==> src/core/fsr_defines.svh <==
// Timing counts, register offsets and status-word fields for the flash status host.
// Assumes a single 20 MHz clock; included by bare name.
`ifndef FSR_DEFINES_SVH
`define FSR_DEFINES_SVH

// ----------------------------------------
// Timing
// ----------------------------------------
`define FSR_CLK_NS 50
`define FSR_CYC_MIN(ns) (((ns) + `FSR_CLK_NS - 1) / `FSR_CLK_NS)
`define FSR_T_ACC_NS 70
`define FSR_T_WP_NS 35
`define FSR_T_HIGH_NS 20
`define FSR_ACC_CYC `FSR_CYC_MIN(`FSR_T_ACC_NS)
`define FSR_WP_CYC `FSR_CYC_MIN(`FSR_T_WP_NS)
`define FSR_HIGH_CYC `FSR_CYC_MIN(`FSR_T_HIGH_NS)
`define FSR_SYNC_CYC 2
`define FSR_POLL_MAX 16'h0400

// ----------------------------------------
// Register offsets (byte addresses)
// ----------------------------------------
`define FSR_REG_CMD 5'h00
`define FSR_REG_STAT 5'h04
`define FSR_REG_RESULT 5'h08
`define FSR_REG_ADDR 5'h0c
`define FSR_REG_POLL 5'h10

// ----------------------------------------
// Status word fields
// ----------------------------------------
`define FSR_BIT_READY 7
`define FSR_BIT_ESUS 6
`define FSR_BIT_ERASE 5
`define FSR_BIT_PROG 4
`define FSR_BIT_ABORT 3
`define FSR_BIT_PSUS 2
`define FSR_BIT_LOCK 1
`define FSR_BIT_CONT 0
`define FSR_VALID_MASK 16'h00fe
`define FSR_RESULT_CLR 16'h003b
`define FSR_FAIL_MASK 16'h003a

`endif

==> src/core/fsr_pkg.sv <==
// Types shared by the flash status host and its bus-cycle engine.
// Assumes fsr_defines.svh for all numeric constants.
package fsr_pkg;
   typedef enum logic [3:0] {
      FSR_OP_NONE, FSR_OP_STATUS, FSR_OP_POLL, FSR_OP_CLEAR, FSR_OP_RESET,
      FSR_OP_ESUS, FSR_OP_PSUS, FSR_OP_ERES, FSR_OP_PRES, FSR_OP_TOGGLE
   } fsr_op_e;
   typedef logic [15:0] fsr_word_t;
endpackage

==> src/core/fsr_cyc_if.sv <==
// Request/done handshake channel, one flash cycle per request, between the sequencer and the flash bus engine.
// Assumes both ends share ref_clk; req is held until done.
`timescale 1ns/1ps
interface fsr_cyc_if #(parameter int AW = 24);
   logic req;
   logic we;
   logic [AW-1:0] addr;
   logic [15:0] wdata;
   logic [15:0] rdata;
   logic done;
   modport seq (output req, output we, output addr, output wdata, input rdata, input done);
   modport eng (input req, input we, input addr, input wdata, output rdata, output done);
endinterface

==> src/core/fsr_cycle.sv <==
// Flash bus engine: one asynchronous write or read cycle per request.
// Assumes flash data pins arrive unsynchronised; the bench resolves the dq wire.
`timescale 1ns/1ps
`include "fsr_defines.svh"
module fsr_cycle #(
   parameter int AW = 24
) (
   input wire logic ref_clk,
   input wire logic rstn,
   fsr_cyc_if.eng cyc,
   output logic flash_ce_n,
   output logic flash_oe_n,
   output logic flash_we_n,
   output logic [AW-1:0] flash_addr,
   input wire logic [15:0] flash_dq_i,
   output logic [15:0] flash_dq_o,
   output logic flash_dq_oe
);
   import fsr_pkg::*;

   localparam logic [3:0] WP_CYC = 4'(`FSR_WP_CYC);
   localparam logic [3:0] RD_CYC = 4'(`FSR_ACC_CYC + `FSR_SYNC_CYC);
   localparam logic [3:0] HI_CYC = 4'(`FSR_HIGH_CYC);

   typedef enum logic [1:0] {C_IDLE, C_ACT, C_HIGH} fsr_cst_e;
   fsr_cst_e st;
   logic [3:0] cnt;
   logic is_wr;
   logic [15:0] dq_s1;
   logic [15:0] dq_s2;

   // Read data pass two flops; the active window is stretched to cover them
   always_ff @(posedge ref_clk or negedge rstn) begin
      if (!rstn) begin
         dq_s1 <= 16'h0000;
         dq_s2 <= 16'h0000;
      end else begin
         dq_s1 <= flash_dq_i;
         dq_s2 <= dq_s1;
      end
   end

   wire cnt_end = (cnt == 4'h1);
   assign cyc.done = (st == C_HIGH) && cnt_end;

   always_ff @(posedge ref_clk or negedge rstn) begin
      if (!rstn) begin
         st <= C_IDLE;
         cnt <= 4'h0;
         is_wr <= 1'b0;
         flash_ce_n <= 1'b1;
         flash_oe_n <= 1'b1;
         flash_we_n <= 1'b1;
         flash_addr <= '0;
         flash_dq_o <= 16'h0000;
         flash_dq_oe <= 1'b0;
         cyc.rdata <= 16'h0000;
      end else begin
         case (st)
            C_IDLE: if (cyc.req) begin
               st <= C_ACT;
               is_wr <= cyc.we;
               cnt <= cyc.we ? WP_CYC : RD_CYC;
               flash_addr <= cyc.addr;
               flash_dq_o <= cyc.wdata;
               flash_dq_oe <= cyc.we;
               flash_ce_n <= 1'b0;
               flash_we_n <= !cyc.we;
               flash_oe_n <= cyc.we;
            end
            C_ACT: begin
               cnt <= cnt - 4'h1;
               if (cnt_end) begin
                  // Enables rise together; the high time follows in C_HIGH
                  st <= C_HIGH;
                  cnt <= HI_CYC;
                  flash_ce_n <= 1'b1;
                  flash_oe_n <= 1'b1;
                  flash_we_n <= 1'b1;
                  flash_dq_oe <= 1'b0;
                  if (!is_wr) begin
                     cyc.rdata <= dq_s2;
                  end
               end
            end
            C_HIGH: begin
               cnt <= cnt - 4'h1;
               if (cnt_end) begin
                  st <= C_IDLE;
               end
            end
            default: st <= C_IDLE;
         endcase
      end
   end

   // ----------------------------------------
   // Checks
   // ----------------------------------------
   logic [3:0] hi_cnt;
   always_ff @(posedge ref_clk or negedge rstn) begin
      if (!rstn) begin
         hi_cnt <= 4'hf;
      end else if (!flash_ce_n) begin
         hi_cnt <= 4'h0;
      end else if (hi_cnt != 4'hf) begin
         hi_cnt <= hi_cnt + 4'h1;
      end
   end
endmodule

==> src/core/fsr_host.sv <==
// Host controller that issues status, suspend, resume and clear commands to a
// parallel flash and evaluates its status word. Software reaches it over
// Avalon-MM; the flash sits on the asynchronous pins of the bus engine.
`timescale 1ns/1ps
`include "fsr_defines.svh"
// Contract
// - Host holds chip or output enable high the minimum time after the read.
// - Bits 6 to 1 mean something only when bit 7 is 1.
// - Bits 15 to 8 are reserved and masked by the host.
// - Bit 0 is continuity indicator, otherwise reserved; host masks it.
// - After erase suspend, host polls status until ready bit is 1; host gives up after poll_max + 1 polls and sets timeout.
// - After program suspend, host polls status until ready bit is 1; host gives up after poll_max + 1 polls and sets timeout.
module fsr_host #(
   parameter int AW = 24,
   parameter logic [7:0] STS_CODE = 8'h70,
   parameter logic [7:0] CLR_CODE = 8'h71,
   parameter logic [7:0] RST_CODE = 8'hf0,
   parameter logic [7:0] ESUS_CODE = 8'hb0,
   parameter logic [7:0] ERES_CODE = 8'h30,
   parameter logic [7:0] PSUS_CODE = 8'h51,
   parameter logic [7:0] PRES_CODE = 8'h50
) (
   input wire logic ref_clk,
   input wire logic rstn,
   input wire logic [4:0] avs_address,
   input wire logic avs_read,
   input wire logic avs_write,
   input wire logic [31:0] avs_writedata,
   input wire logic [3:0] avs_byteenable,
   output logic [31:0] avs_readdata,
   output logic avs_waitrequest,
   output logic flash_ce_n,
   output logic flash_oe_n,
   output logic flash_we_n,
   output logic [AW-1:0] flash_addr,
   input wire logic [15:0] flash_dq_i,
   output logic [15:0] flash_dq_o,
   output logic flash_dq_oe,
   input wire logic ready_busy_n_output
);
   import fsr_pkg::*;

   typedef enum logic [1:0] {S_IDLE, S_CMD, S_READ, S_EVAL} fsr_st_e;

   // ----------------------------------------
   // Helpers
   // ----------------------------------------
   function automatic logic [31:0] be_merge(input logic [31:0] old, input logic [31:0] wd,
                                             input logic [3:0] be);
      logic [31:0] r;
      r = old;
      for (int i = 0; i < 4; i++) begin
         if (be[i]) begin
            r[8*i +: 8] = wd[8*i +: 8];
         end
      end
      return r;
   endfunction

   // Reserved byte and bit 0 dropped; bits 6..1 dropped while busy
   function automatic fsr_word_t status_view(input fsr_word_t w);
      fsr_word_t v;
      v = w & `FSR_VALID_MASK;
      if (!w[`FSR_BIT_READY]) begin
         v[6:1] = 6'h00;
      end
      return v;
   endfunction

   function automatic logic [7:0] code_of(input fsr_op_e op);
      case (op)
         FSR_OP_CLEAR: code_of = CLR_CODE;
         FSR_OP_RESET: code_of = RST_CODE;
         FSR_OP_ESUS: code_of = ESUS_CODE;
         FSR_OP_PSUS: code_of = PSUS_CODE;
         FSR_OP_ERES: code_of = ERES_CODE;
         FSR_OP_PRES: code_of = PRES_CODE;
         default: code_of = STS_CODE;
      endcase
   endfunction

   // ----------------------------------------
   // State
   // ----------------------------------------
   fsr_cyc_if #(.AW(AW)) cyc ();
   fsr_st_e st;
   fsr_op_e op;
   logic [7:0] cur_code;
   logic [AW-1:0] addr_reg;
   logic [15:0] poll_max;
   logic [15:0] polls;
   fsr_word_t result;
   logic res_valid;
   logic done_flag;
   logic timeout;
   logic tgl_have;
   logic tgl_prev;
   logic rd_ack;
   logic rb_s1;
   logic rb_s2;

   // ----------------------------------------
   // Avalon decode
   // ----------------------------------------
   wire busy = (st != S_IDLE);
   wire sel_cmd = (avs_address == `FSR_REG_CMD);
   wire sel_addr = (avs_address == `FSR_REG_ADDR);
   wire sel_poll = (avs_address == `FSR_REG_POLL);
   wire wr_op_ok = (avs_writedata[3:0] <= 4'(FSR_OP_TOGGLE))
                   && (avs_writedata[3:0] != 4'(FSR_OP_NONE));
   // Commands are back-pressured, not dropped, while a sequence runs
   wire cmd_stall = avs_write && sel_cmd && busy;
   wire start = avs_write && sel_cmd && !busy && avs_byteenable[0] && wr_op_ok;
   wire [3:0] new_op = avs_writedata[3:0];
   wire fail_any = |(result & `FSR_FAIL_MASK);
   wire [31:0] stat_word = {26'h0, res_valid, fail_any, rb_s2, timeout, done_flag, busy};
   wire [31:0] addr_word = 32'(addr_reg);
   wire [31:0] rd_mux = (avs_address == `FSR_REG_CMD) ? {28'h0, 4'(op)} :
                        (avs_address == `FSR_REG_STAT) ? stat_word :
                        (avs_address == `FSR_REG_RESULT) ? {16'h0, result} :
                        sel_addr ? addr_word :
                        sel_poll ? {16'h0, poll_max} : 32'h0;
   wire [31:0] addr_next = be_merge(addr_word, avs_writedata, avs_byteenable);
   wire [31:0] poll_next = be_merge({16'h0, poll_max}, avs_writedata, avs_byteenable);

   // Reads answer on the second edge from registered data
   assign avs_waitrequest = (avs_read && !rd_ack) || cmd_stall;

   always_ff @(posedge ref_clk or negedge rstn) begin
      if (!rstn) begin
         rd_ack <= 1'b0;
         avs_readdata <= 32'h0;
      end else begin
         rd_ack <= avs_read && !rd_ack;
         if (avs_read && !rd_ack) begin
            avs_readdata <= rd_mux;
         end
      end
   end

   always_ff @(posedge ref_clk or negedge rstn) begin
      if (!rstn) begin
         addr_reg <= '0;
         poll_max <= `FSR_POLL_MAX;
      end else if (avs_write && !busy) begin
         if (sel_addr) begin
            addr_reg <= addr_next[AW-1:0];
         end
         if (sel_poll) begin
            poll_max <= poll_next[15:0];
         end
      end
   end

   // Device ready/busy pin is asynchronous to ref_clk
   always_ff @(posedge ref_clk or negedge rstn) begin
      if (!rstn) begin
         rb_s1 <= 1'b0;
         rb_s2 <= 1'b0;
      end else begin
         rb_s1 <= ready_busy_n_output;
         rb_s2 <= rb_s1;
      end
   end

   // ----------------------------------------
   // Sequencer
   // ----------------------------------------
   wire op_polls = (op == FSR_OP_POLL) || (op == FSR_OP_ESUS) || (op == FSR_OP_PSUS);
   wire op_reads = op_polls || (op == FSR_OP_STATUS);
   wire op_clears = (op == FSR_OP_CLEAR) || (op == FSR_OP_RESET);
   wire rd_ready = cyc.rdata[`FSR_BIT_READY];
   wire poll_out = (polls >= poll_max);
   wire tgl_same = tgl_have && (cyc.rdata[6] == tgl_prev);

   assign cyc.req = (st == S_CMD) || (st == S_READ);
   assign cyc.we = (st == S_CMD);
   assign cyc.addr = addr_reg;
   assign cyc.wdata = {8'h00, cur_code};

   always_ff @(posedge ref_clk or negedge rstn) begin
      if (!rstn) begin
         st <= S_IDLE;
         op <= FSR_OP_NONE;
         cur_code <= 8'h00;
         polls <= 16'h0000;
         result <= 16'h0080; // mirrors device reset view
         res_valid <= 1'b0;
         done_flag <= 1'b0;
         timeout <= 1'b0;
         tgl_have <= 1'b0;
         tgl_prev <= 1'b0;
      end else begin
         case (st)
            S_IDLE: if (start) begin
               op <= fsr_op_e'(new_op);
               cur_code <= code_of(fsr_op_e'(new_op));
               polls <= 16'h0000;
               done_flag <= 1'b0;
               timeout <= 1'b0;
               tgl_have <= 1'b0;
               st <= (fsr_op_e'(new_op) == FSR_OP_TOGGLE) ? S_READ : S_CMD;
            end
            S_CMD: if (cyc.done) begin
               if (op_polls && cur_code != STS_CODE) begin
                  cur_code <= STS_CODE; // suspend then poll
               end else if (op_reads) begin
                  st <= S_READ; // exactly one read follows the command
               end else begin
                  if (op_clears) begin
                     result <= result & ~`FSR_RESULT_CLR;
                  end
                  st <= S_IDLE;
                  done_flag <= 1'b1;
               end
            end
            S_READ: if (cyc.done) begin
               st <= S_EVAL;
            end
            S_EVAL: begin
               polls <= polls + 16'h0001;
               if (op == FSR_OP_TOGGLE) begin
                  // Toggle stopped means the algorithm ended
                  tgl_have <= 1'b1;
                  tgl_prev <= cyc.rdata[6];
                  st <= (tgl_same || poll_out) ? S_IDLE : S_READ;
                  done_flag <= tgl_same || poll_out;
                  timeout <= !tgl_same && poll_out;
               end else begin
                  result <= status_view(cyc.rdata);
                  res_valid <= 1'b1;
                  if (op == FSR_OP_STATUS || rd_ready || poll_out) begin
                     st <= S_IDLE;
                     done_flag <= 1'b1;
                     timeout <= !rd_ready && op != FSR_OP_STATUS;
                  end else begin
                     st <= S_CMD; // keep polling until ready
                  end
               end
            end
            default: st <= S_IDLE;
         endcase
      end
   end

   fsr_cycle #(.AW(AW)) u_cycle (
      .ref_clk(ref_clk),
      .rstn(rstn),
      .cyc(cyc.eng),
      .flash_ce_n(flash_ce_n),
      .flash_oe_n(flash_oe_n),
      .flash_we_n(flash_we_n),
      .flash_addr(flash_addr),
      .flash_dq_i(flash_dq_i),
      .flash_dq_o(flash_dq_o),
      .flash_dq_oe(flash_dq_oe)
   );
endmodule

==> config.mk <==
export PLATFORM = sky130hd
export DESIGN_NAME = fsr_host
export DESIGN_NICKNAME = d
export VERILOG_FILES = /design/src/core/fsr_pkg.sv /design/src/core/fsr_cyc_if.sv /design/src/core/fsr_cycle.sv /design/src/core/fsr_host.sv
export VERILOG_INCLUDE_DIRS = /design/src /design/src/core
export SDC_FILE = /design/constraint.sdc
export NUM_CORES = 1
export LEC_CHECK = 0
export BUFFER_PORTS_ARGS = -buffer_cell sky130_fd_sc_hd__buf_4
export CORE_MARGIN = 4
export CORE_UTILIZATION = 60
export CTS_BUF_LIST = sky130_fd_sc_hd__clkbuf_4 sky130_fd_sc_hd__clkbuf_8 sky130_fd_sc_hd__clkbuf_16
export DETAILED_ROUTE_END_ITERATION = 7
export PLACE_DENSITY = 0.85
export SYNTH_ARGS = -nofsm -noshare
export SYNTH_HDL_FRONTEND = slang
export SYNTH_SLANG_ARGS = --single-unit
==> constraint.sdc <==
create_clock -name ref_clk -period 3.2 [get_ports ref_clk]
set_input_delay 0.32 -clock ref_clk [delete_from_list [all_inputs] [get_ports ref_clk]]
set_output_delay 0.32 -clock ref_clk [all_outputs]
set_load 0.02 [all_outputs]
==> results of run 1 <==
[area by class of cell]
class	count	area (µm²)
Sequential cell	167	4185
Fill cell	826	3314
Multi-Input combinational cell	455	3203
Timing Repair Buffer	119	932.1
Clock buffer	21	474.2
Tap cell	172	215.2
Clock inverter	11	171.4
Inverter	33	123.9
[logic make-up (layout without fill, tap and decap cells)]
group                      Yosys count  count (layout)  synth area share (%)
DFF                                167             167                 54.07
AOI/OAI and AO/OA                  122             122                 10.02
other                                1              19               0.04844
buffers and inverters               81             184                 5.431
adders and majority gates           26              26                 4.202
xor gates and xnor gates            13              13                 1.471
muxes                               83              83                 12.04
and+or+nand+nor                    192             192                 12.72
[layer usage]
layer | vias up | GRT usage, %
met5 | - | 0
li1 | 2603 | -
met4 | 0 | 10.29
met2 | 298 | 43.14
met1 | 2859 | 32.54
met3 | 42 | 6.267
[synth_stat cells, drive strengths merged (5+ instances only)]
library cell and number:
dfrtp 162, mux2 81, nand2 66, o21ai 47
nor2 38, inv 33, buf 29, ha 26
a21oi 24, nand3 20, clkbuf 17, and3 13
nand4 11, a22oi 10, xor2 9, nor3 8
a222oi 6, and2 5, dfstp 5, o21a 5
[stage by stage]
stage	total power, µW	std cells	setup slack (ns)	hold slack [ns]
CTS	7542	978	0.7607	0.1105
floorplan	4538	703	1.099	0.02441
global placement	5175	937	0.9028	0.2546
detailed placement	5317	937	0.8063	0.2583
finish	7562	978	0.6592	0.1136
global route	7926	978	0.4885	0.1131
[critical path: stages (launching register included)]
cell,delay (ns)
dfrtp_1,0.40
inv_1,0.06
ha_1,0.26
nand2b_1,0.14
a2111oi_0,0.40
nor4b_1,0.11
nor3_1,0.60
a211oi_1,0.19
a211oi_1,0.28
[worst max-delay path by stage]
stage	start	endpoint	slack, ns	depth (start not counted)
floorplan	u_cycle.cnt[1]$_DFFE_PN0P_	u_cycle.cyc.rdata[1]$_DFFE_PN0P_	1.10	6
global placement	polls[0]$_DFFE_PN0P_	st[1]$_DFFE_PN0P_	0.90	8
detailed placement	polls[0]$_DFFE_PN0P_	st[1]$_DFFE_PN0P_	0.81	8
CTS	polls[0]$_DFFE_PN0P_	st[1]$_DFFE_PN0P_	0.76	8
global route	polls[0]$_DFFE_PN0P_	st[0]$_DFFE_PN0P_	0.49	8
finish	polls[0]$_DFFE_PN0P_	st[1]$_DFFE_PN0P_	0.66	8
[where the power goes]
| part | leakage [µW] | internal (µW) | switching, µW |
|---|---|---|---|
| Clock | 0.000313 | 1380 | 828 |
| Sequential | 0.00216 | 2590 | 364 |
| Combinational | 0.00210 | 1040 | 1360 |
[cell usage in the layout, fill, tap and decap left out, types with 4 or more instances in the layout]
cell type      count
a222oi_1           6
dlygate4sd3_1      9
a211oi_1           4
nor3_1             7
a21oi_1           24
nor3b_1            4
inv_1             33
dfstp_2            5
nand2_1           66
mux2_2            81
ha_1              26
conb_1            19
nand4_1           10
dfrtp_1          162
a22oi_1           10
and3_1            11
xnor2_1            4
buf_4            108
clkbuf_16         17
xor2_1             9
and2_1             4
o21ai_0           46
nand3_1           20
nor2_1            37
o21a_1             5
bufinv_16          4
nand2b_1           4
==> flow_metrics.env, run 1 <==
export IMPL_slew_violations=0
export IMPL_yosys_register_bits=167
export IMPL_wl_met1_um=7224
export IMPL_wl_met2_um=9238
export IMPL_grt_usage_pct=25.80
export IMPL_worstHoldEndpoint="poll_max[8]$_DFFE_PN0P_"
export IMPL_critPathKind="flop to flop"
export IMPL_status="finished, final reports clean"
export IMPL_tightest_slew_ns=0.7285
export IMPL_hold_buffers=9
export IMPL_post_cts_buffers=0
export IMPL_fin_nets=881
export IMPL_first_pass_iters=8
export IMPL_async_flop_share_pct=100.0
export IMPL_drt_total_wl_um=18350
export IMPL_cp_end_kind="flop"
export IMPL_die_w_um=121.6
export IMPL_synth_area_um2=7741
export IMPL_wl_met3_um=1377
export IMPL_final_layout_size_suffix_gt1_share_pct=30.02
export IMPL_grt_pass1_wl_um=29780
export IMPL_cts_root_buf="clkbuf_16"
export IMPL_max_cap_violations=0
export IMPL_pin_count=139
export IMPL_ys_flop_type="dfrtp_1"
export IMPL_synth_top_area_share_pct=52.37
export IMPL_min_path_type="input pin to flop"
export IMPL_grt_pass1_vias=5946
export IMPL_setup_tns_ns=0
export IMPL_r2r_slack_ns=0.66
export IMPL_grt_ovfl_total=0
export IMPL_start_kind="flop"
export IMPL_placed_area_um2=8569
export IMPL_crit_required_ns=3.53
export IMPL_synth_area_leaders="dfrtp_1 (52%), mux2_2 (12%), ha_1 (4.2%)"
export IMPL_clk_latency_ns=0.43
export IMPL_dp_hpwl_um=12560
export IMPL_arrival_ns=2.87
export IMPL_drt_iter0_drc=659
export IMPL_hold_path_depth=3
export IMPL_initial_core_util_pct=61.34
export IMPL_grt_max_degree=55
export IMPL_postLayoutCoreUtil_pct=73.74
export IMPL_skew_ns=0.007405
export IMPL_hp_start="avs_writedata[8]"
export IMPL_hold_viol_final=0
export IMPL_wl_per_cell_um=18.76
export IMPL_clkTransAtPathRegs_ns=0.06
export IMPL_diodes=0
export IMPL_die_area_um2=14780
export IMPL_num_vias=5802
export IMPL_clock_sinks=167
export IMPL_max_freq_ghz=0.3936
export IMPL_slew_headroom_pct=51.43
export IMPL_cellPowerDensity_nw_per_um2=812.7
export IMPL_antenna_found_initial=0
export IMPL_synth_enable_flop_cells=0
export IMPL_final_cell_area_um2=9305
export IMPL_irDropWorstVdd_uv=623.0
export IMPL_rows=41
export IMPL_avgSynthCellArea_um2=11.30
export IMPL_topRoutingLayerUsed="met4"
export IMPL_h_tree_depth=4
export IMPL_syn_inst=685
export IMPL_io_buffer_count=101
export IMPL_drc=0
export IMPL_synth_top_cell_by_area="dfrtp_1"
export IMPL_yosys_warnings=0
export IMPL_synthDistinctLibCells=65
export IMPL_die_h_um=121.6
export IMPL_yosysSeqAreaShare_pct=54.06
export IMPL_finalCritPeriodShare_pct=79.40
export IMPL_r2r_end="st[1]$_DFFE_PN0P_"
export IMPL_r2r_start="polls[0]$_DFFE_PN0P_"
export IMPL_viasPerCell=5.933
export IMPL_post_cts_resized=0
export IMPL_reg2reg_depth=8
export IMPL_finalSetupViolations=0
export IMPL_cts_tree="yes"
export IMPL_cts_made_buffers=17
export IMPL_min_period_ns=2.541
export IMPL_coreArea_um2=12620
export IMPL_postRouteAntennaNets=0
export IMPL_p_leak_uw=0.004571
export IMPL_rsz0062_at_grt="false"
export IMPL_gp_congestion=0.8743
export IMPL_cts_path_max_buffers=2
export IMPL_cp_max_fo=5
export IMPL_area_growth_pct=20.20
Power figures use the tool's default switching activity.
==> run 2: changes to the inputs <==
ABC_AREA = 1   (was unset)
CORE_UTILIZATION = 56   (was 60)
PLACE_DENSITY = 0.8   (was 0.85)
clock period = 2.4 ns   (was 3.2 ns; I/O delays follow)
==> flow_metrics.env, run 2 <==
export IMPL_status="finished, final reports clean"
export IMPL_clock_sinks=167
export IMPL_fin_nets=1109
export IMPL_cts_tree="yes"
export IMPL_gp_congestion=0.9237
export IMPL_grt_max_degree=52
export IMPL_path_cells="inv_1 > ha_1 > buf_4 > inv_1 > nand2_1 > nand2_1 > buf_4"
export IMPL_cts_root_buf="clkbuf_16"
export IMPL_rsz0062_at_grt="false"
export IMPL_yosys_register_bits=167
export IMPL_pin_count=139
export IMPL_reg2reg_depth=11
export IMPL_mostFrequentLayoutCells="nand2_1 (210), dfrtp_1 (162), inv_1 (128), buf_4 (118), o21ai_0 (110)"
export IMPL_dp_hpwl_um=13410
export IMPL_drc=0
export IMPL_setup_tns_ns=0
export IMPL_cellPowerDensity_nw_per_um2=1109
export IMPL_synthMostInstantiatedCell="nand2_1"
export IMPL_wl_per_cell_um=14.93
export IMPL_slew_violations=0
export IMPL_async_flop_share_pct=100.0
export IMPL_critPathTopFamily="buffers and inverters"
export IMPL_post_cts_buffers=0
export IMPL_final_layout_size_suffix_gt1_share_pct=17.12
export IMPL_placed_area_um2=8750
export IMPL_syn_inst=897
export IMPL_slew_headroom_pct=65.19
export IMPL_n_fill_cell=1092
export IMPL_p_leak_uw=0.004807
export IMPL_synth_compound_area_share_pct=12.61
export IMPL_synth_area_um2=7790
export IMPL_synthDistinctLibCells=44
export IMPL_yosys_warnings=0
export IMPL_worstHoldEndpoint="addr_reg[23]$_DFFE_PN0P_"
export IMPL_diodes=0
export IMPL_h_tree_depth=4
export IMPL_first_pass_iters=5
export IMPL_cp_max_fo=6
export IMPL_netlist_top_cells_count="nand2_1 (211), dfrtp_1 (162), inv_1 (128), o21ai_0 (110), nor2_1 (61)"
export IMPL_cp_buffers_inverters=4
export IMPL_rows=42
export IMPL_hp_start="avs_writedata[23]"
export IMPL_hold_viol_final=0
export IMPL_cpMaxStageDelayCell="dfrtp_1"
export IMPL_r2r_end="result[1]$_DFFE_PN0P_"
export IMPL_cp_slowest_stage_delay_ns=0.38
export IMPL_synth_xor_area_share_pct=0.7870
export IMPL_tightest_slew_ns=0.5210
export IMPL_hold_path_depth=3
export IMPL_die_h_um=125.9
export IMPL_finalSetupViolations=0
export IMPL_final_cell_area_um2=9420
export IMPL_muxShareOfSynthArea_pct=1.446
export IMPL_skew_ns=0.009765
export IMPL_critPathKind="flop to primary output"
export IMPL_start_kind="flop"
export IMPL_min_path_type="input pin to flop"
export IMPL_synth_top_cell_by_area="dfrtp_1"
export IMPL_synth_simple_gate_area_share_pct=17.76
export IMPL_synth_adder_area_share_pct=4.176
export IMPL_die_w_um=125.9
export IMPL_viasPerCell=5.283
export IMPL_irDropWorstVdd_uv=993.5
export IMPL_grt_usage_pct=23.84
export IMPL_max_freq_ghz=0.4947
export IMPL_multiInputGateArea_um2=2939
export IMPL_antenna_found_initial=0
export IMPL_cts_path_max_buffers=2
export IMPL_crit_cells=7
export IMPL_seqCellArea_um2=4185
export IMPL_ys_flop_type="dfrtp_1"
export IMPL_synth_enable_flop_cells=0
export IMPL_area_growth_pct=20.93
export IMPL_num_vias=6392
export IMPL_postRouteAntennaNets=0
export IMPL_synth_top_family_by_area="simple AND/OR/NAND/NOR gates"
export IMPL_finalCritPeriodShare_pct=84.22
export IMPL_avgSynthCellArea_um2=8.684
export IMPL_cp_end_kind="primary output"
export IMPL_drt_total_wl_um=18060
export IMPL_r2r_start="st[1]$_DFFE_PN0P_"
export IMPL_clkTransAtPathRegs_ns=0.06
export IMPL_max_cap_violations=0
export IMPL_yosysSeqAreaShare_pct=53.73
export IMPL_cts_made_buffers=17
export IMPL_coreArea_um2=13450
export IMPL_synth_top_area_share_pct=52.04
export IMPL_synth_area_leaders="dfrtp_1 (52%), nand2_1 (10%), o21ai_0 (7.1%)"
export IMPL_min_period_ns=2.021
export IMPL_grt_ovfl_total=0
export IMPL_io_buffer_count=101
export IMPL_r2r_slack_ns=0.42
export IMPL_initial_core_util_pct=57.91
export IMPL_arrival_ns=1.78
export IMPL_clk_latency_ns=0.43
export IMPL_drt_iter0_drc=359
export IMPL_die_area_um2=15860
export IMPL_grt_pass1_wl_um=30440
export IMPL_crit_required_ns=2.16
export IMPL_grt_pass1_vias=6371
export IMPL_layout_commonest_cell="nand2_1"
[run 2: cell type report]
class / instances / share of cell area, %
Tap cell: 176 / 2.338
Clock buffer: 20 / 4.954
Timing Repair Buffer: 129 / 10.69
Clock inverter: 12 / 1.209
Inverter: 130 / 5.180
Sequential cell: 167 / 44.43
Multi-Input combinational cell: 576 / 31.20
[run 2: per-stage QoR]
stage	power [µW]	hold slack (ns)	util, %	std cells	setup slack [ns]
global route	11210	0.05028	70.02	1210	0.2111
global placement	7659	0.1744	65.04	1169	0.5816
CTS	10520	0.05053	70.02	1210	0.3794
finish	10450	0.06103	70.02	1210	0.3786
detailed placement	7838	0.1760	65.04	1169	0.4332
floorplan	6507	-0.05559	-	915	0.6619
[run 2: power by group]
part	switching (µW)	total, µW	internal (µW)
Sequential	444	3980	3540
Combinational	2390	3810	1430
Clock	1130	2650	1520
[run 2: worst max path at each step]
stage                       from               endpoint  slack (ns)
2_1_floorplan  st[0]$_DFFE_PN0P_  done_flag$_DFFE_PN0P_        0.66
3_3_place_gp   st[1]$_DFFE_PN0P_  result[4]$_DFFE_PN0P_        0.58
3_5_place_dp   st[1]$_DFFE_PN0P_  result[1]$_DFFE_PN0P_        0.43
4_1_cts        st[0]$_DFFE_PN0P_        avs_waitrequest        0.38
5_1_grt        st[1]$_DFFE_PN0P_  result[1]$_DFFE_PN0P_        0.21
6_report       st[0]$_DFFE_PN0P_        avs_waitrequest        0.38
[run 2: per-layer routing]
| metal | vias to the layer above | track usage [%] | wire length (µm) |
|---|---|---|---|
| met2 | 206 | 38.75 | 8676 |
| met3 | 38 | 5.123 | 968 |
| li1 | 3102 | - | - |
| met4 | 0 | 11.42 | 672 |
| met5 | - | 0 | 0 |
| met1 | 3046 | 30.62 | 7747 |
[run 2: timing repair]
| action | 4_1_cts | 5_1_grt |
|---|---|---|
| hold endpoints to repair | 46 | 0 |
| hold buffers | 9 | 0 |
| gates resized for setup | 0 | 0 |
[run 2: cells by family (layout without fill, tap and decap cells)]
| family | count (synthesis) | in the layout |
|---|---|---|
| flops | 167 | 167 |
| simple gates | 332 | 332 |
| buf+inv | 172 | 291 |
| mux | 10 | 10 |
| other cells | 1 | 19 |
| xor+xnor | 7 | 7 |
| compound gates | 182 | 182 |
| fa+ha+maj | 26 | 26 |
[run 2: tightest hold or removal path, cell delays in order]
cell and delay [ns]:
buf_4 0.08, nor2_1 0.03, a21oi_1 0.10
==> run 3: changes to the inputs <==
clock period = 2.1 ns   (was 2.4 ns; I/O delays follow)
==> flow_metrics.env, run 3 (synthesized netlist as in run 2, its figures left out) <==
export IMPL_status="finished, final reports clean"
export IMPL_area_growth_pct=21.94
export IMPL_cp_end_kind="primary output"
export IMPL_cts_tree="yes"
export IMPL_cts_path_max_buffers=2
export IMPL_cellPowerDensity_nw_per_um2=1295
export IMPL_cts_made_buffers=17
export IMPL_r2r_end="st[0]$_DFFE_PN0P_"
export IMPL_grt_ovfl_total=0
export IMPL_clk_latency_ns=0.43
export IMPL_drt_iter0_drc=517
export IMPL_rows=42
export IMPL_grt_pass1_wl_um=30020
export IMPL_irDropWorstVdd_uv=1161
export IMPL_fin_nets=1108
export IMPL_num_vias=6315
export IMPL_skew_ns=0.01031
export IMPL_setup_tns_ns=0
export IMPL_antenna_found_initial=0
export IMPL_die_w_um=125.9
export IMPL_final_layout_size_suffix_gt1_share_pct=17.23
export IMPL_first_pass_iters=5
export IMPL_power_total_uw=12300
export IMPL_viasPerCell=5.223
export IMPL_finalSetupViolations=0
export IMPL_gp_congestion=0.9572
export IMPL_pin_count=139
export IMPL_crit_required_ns=1.89
export IMPL_io_buffer_count=101
export IMPL_reg2reg_depth=13
export IMPL_max_cap_violations=0
export IMPL_initial_core_util_pct=57.91
export IMPL_r2r_start="st[1]$_DFFE_PN0P_"
export IMPL_finalCritPeriodShare_pct=94.61
export IMPL_coreArea_um2=13450
export IMPL_layout_commonest_cell="nand2_1"
export IMPL_slew_violations=0
export IMPL_r2r_slack_ns=0.15
export IMPL_drt_total_wl_um=18020
export IMPL_endpoint="avs_waitrequest"
export IMPL_slew_headroom_pct=64.02
export IMPL_postRouteAntennaNets=0
export IMPL_hold_viol_final=0
export IMPL_h_tree_depth=4
export IMPL_arrival_ns=1.78
export IMPL_grt_pass1_vias=6121
export IMPL_die_area_um2=15860
export IMPL_cp_max_fo=6
export IMPL_wl_per_cell_um=14.90
export IMPL_mostFrequentLayoutCells="nand2_1 (210), dfrtp_1 (162), inv_1 (127), buf_4 (115), o21ai_0 (110)"
export IMPL_place_inst=1168
export IMPL_start_kind="flop"
export IMPL_clkTransAtPathRegs_ns=0.07
export IMPL_worst_hold_slack_ns=0.02247
export IMPL_grt_max_degree=52
export IMPL_startpoint="st[1]$_DFFE_PN0P_"
export IMPL_p_leak_uw=0.004826
export IMPL_die_h_um=125.9
export IMPL_drc=0
export IMPL_final_cell_area_um2=9499
export IMPL_critPathKind="flop to primary output"
export IMPL_placed_area_um2=8767
export IMPL_min_path_type="input pin to flop"
export IMPL_diodes=0
export IMPL_grt_usage_pct=23.46
export IMPL_cts_root_buf="clkbuf_16"
export IMPL_tightest_slew_ns=0.5384
export IMPL_fin_cells=1209
export IMPL_dp_hpwl_um=13120
export IMPL_min_period_ns=1.987
export IMPL_max_freq_ghz=0.5033
export IMPL_clock_sinks=167
export IMPL_hp_start="avs_writedata[18]"
export IMPL_rsz0062_at_grt="false"
-- run 3: repair_timing --
item	CTS	global route
endpoints found under the setup margin	0	3
resized for setup	0	4
endpoints found under the hold margin	52	0
hold buffers	9	0
setup buffers	0	0
-- run 3: metal layers --
metal  GRT usage (%)  up-vias  wire length (µm)
met2           38.47      169              8895
met4           8.517        0               415
met3           4.276       25               816
met1           31.55     3025              7889
met5               0        -                 0
li1                -     3096                 -
-- run 3: cell type report --
type / instances / area, µm²
Tap cell: 176 / 220.2
Clock buffer: 18 / 432.9
Inverter: 130 / 490.5
Clock inverter: 14 / 196.4
Sequential cell: 167 / 4185
Fill cell: 1056 / 3954
Multi-Input combinational cell: 576 / 2949
Timing Repair Buffer: 128 / 1025
-- run 3: stage by stage --
step	setup WS, ns	util [%]
3_3_place_gp	0.2438	65.17
5_1_grt	0.01786	70.61
4_1_cts	0.1150	70.52
2_1_floorplan	0.3619	-
3_5_place_dp	0.1655	65.17
6_report	0.1132	70.61
-- run 3: how the worst min path moves through the flow --
stage,end,cells past startpoint
after floorplan,addr_reg[0]$_DFFE_PN0P_,0
after global placement,u_cycle.flash_addr[6]$_DFFE_PN0P_,1
after global routing,addr_reg[18]$_DFFE_PN0P_,3
after detailed placement,u_cycle.flash_addr[8]$_DFFE_PN0P_,1
final,addr_reg[18]$_DFFE_PN0P_,3
after CTS,addr_reg[18]$_DFFE_PN0P_,3
-- run 3: report_power, final --
group | internal, µW | switching [µW]
registers | 4040 | 495
clock network | 2010 | 1290
logic | 1710 | 2750
-- run 3: worst max-delay path, cell delays in order, from the launching register on --
cell and delay, ns:
dfrtp_1 0.40, inv_1 0.08, ha_1 0.19, buf_4 0.17, inv_1 0.15, nand2_1 0.08, nand2_1 0.11, buf_4 0.15
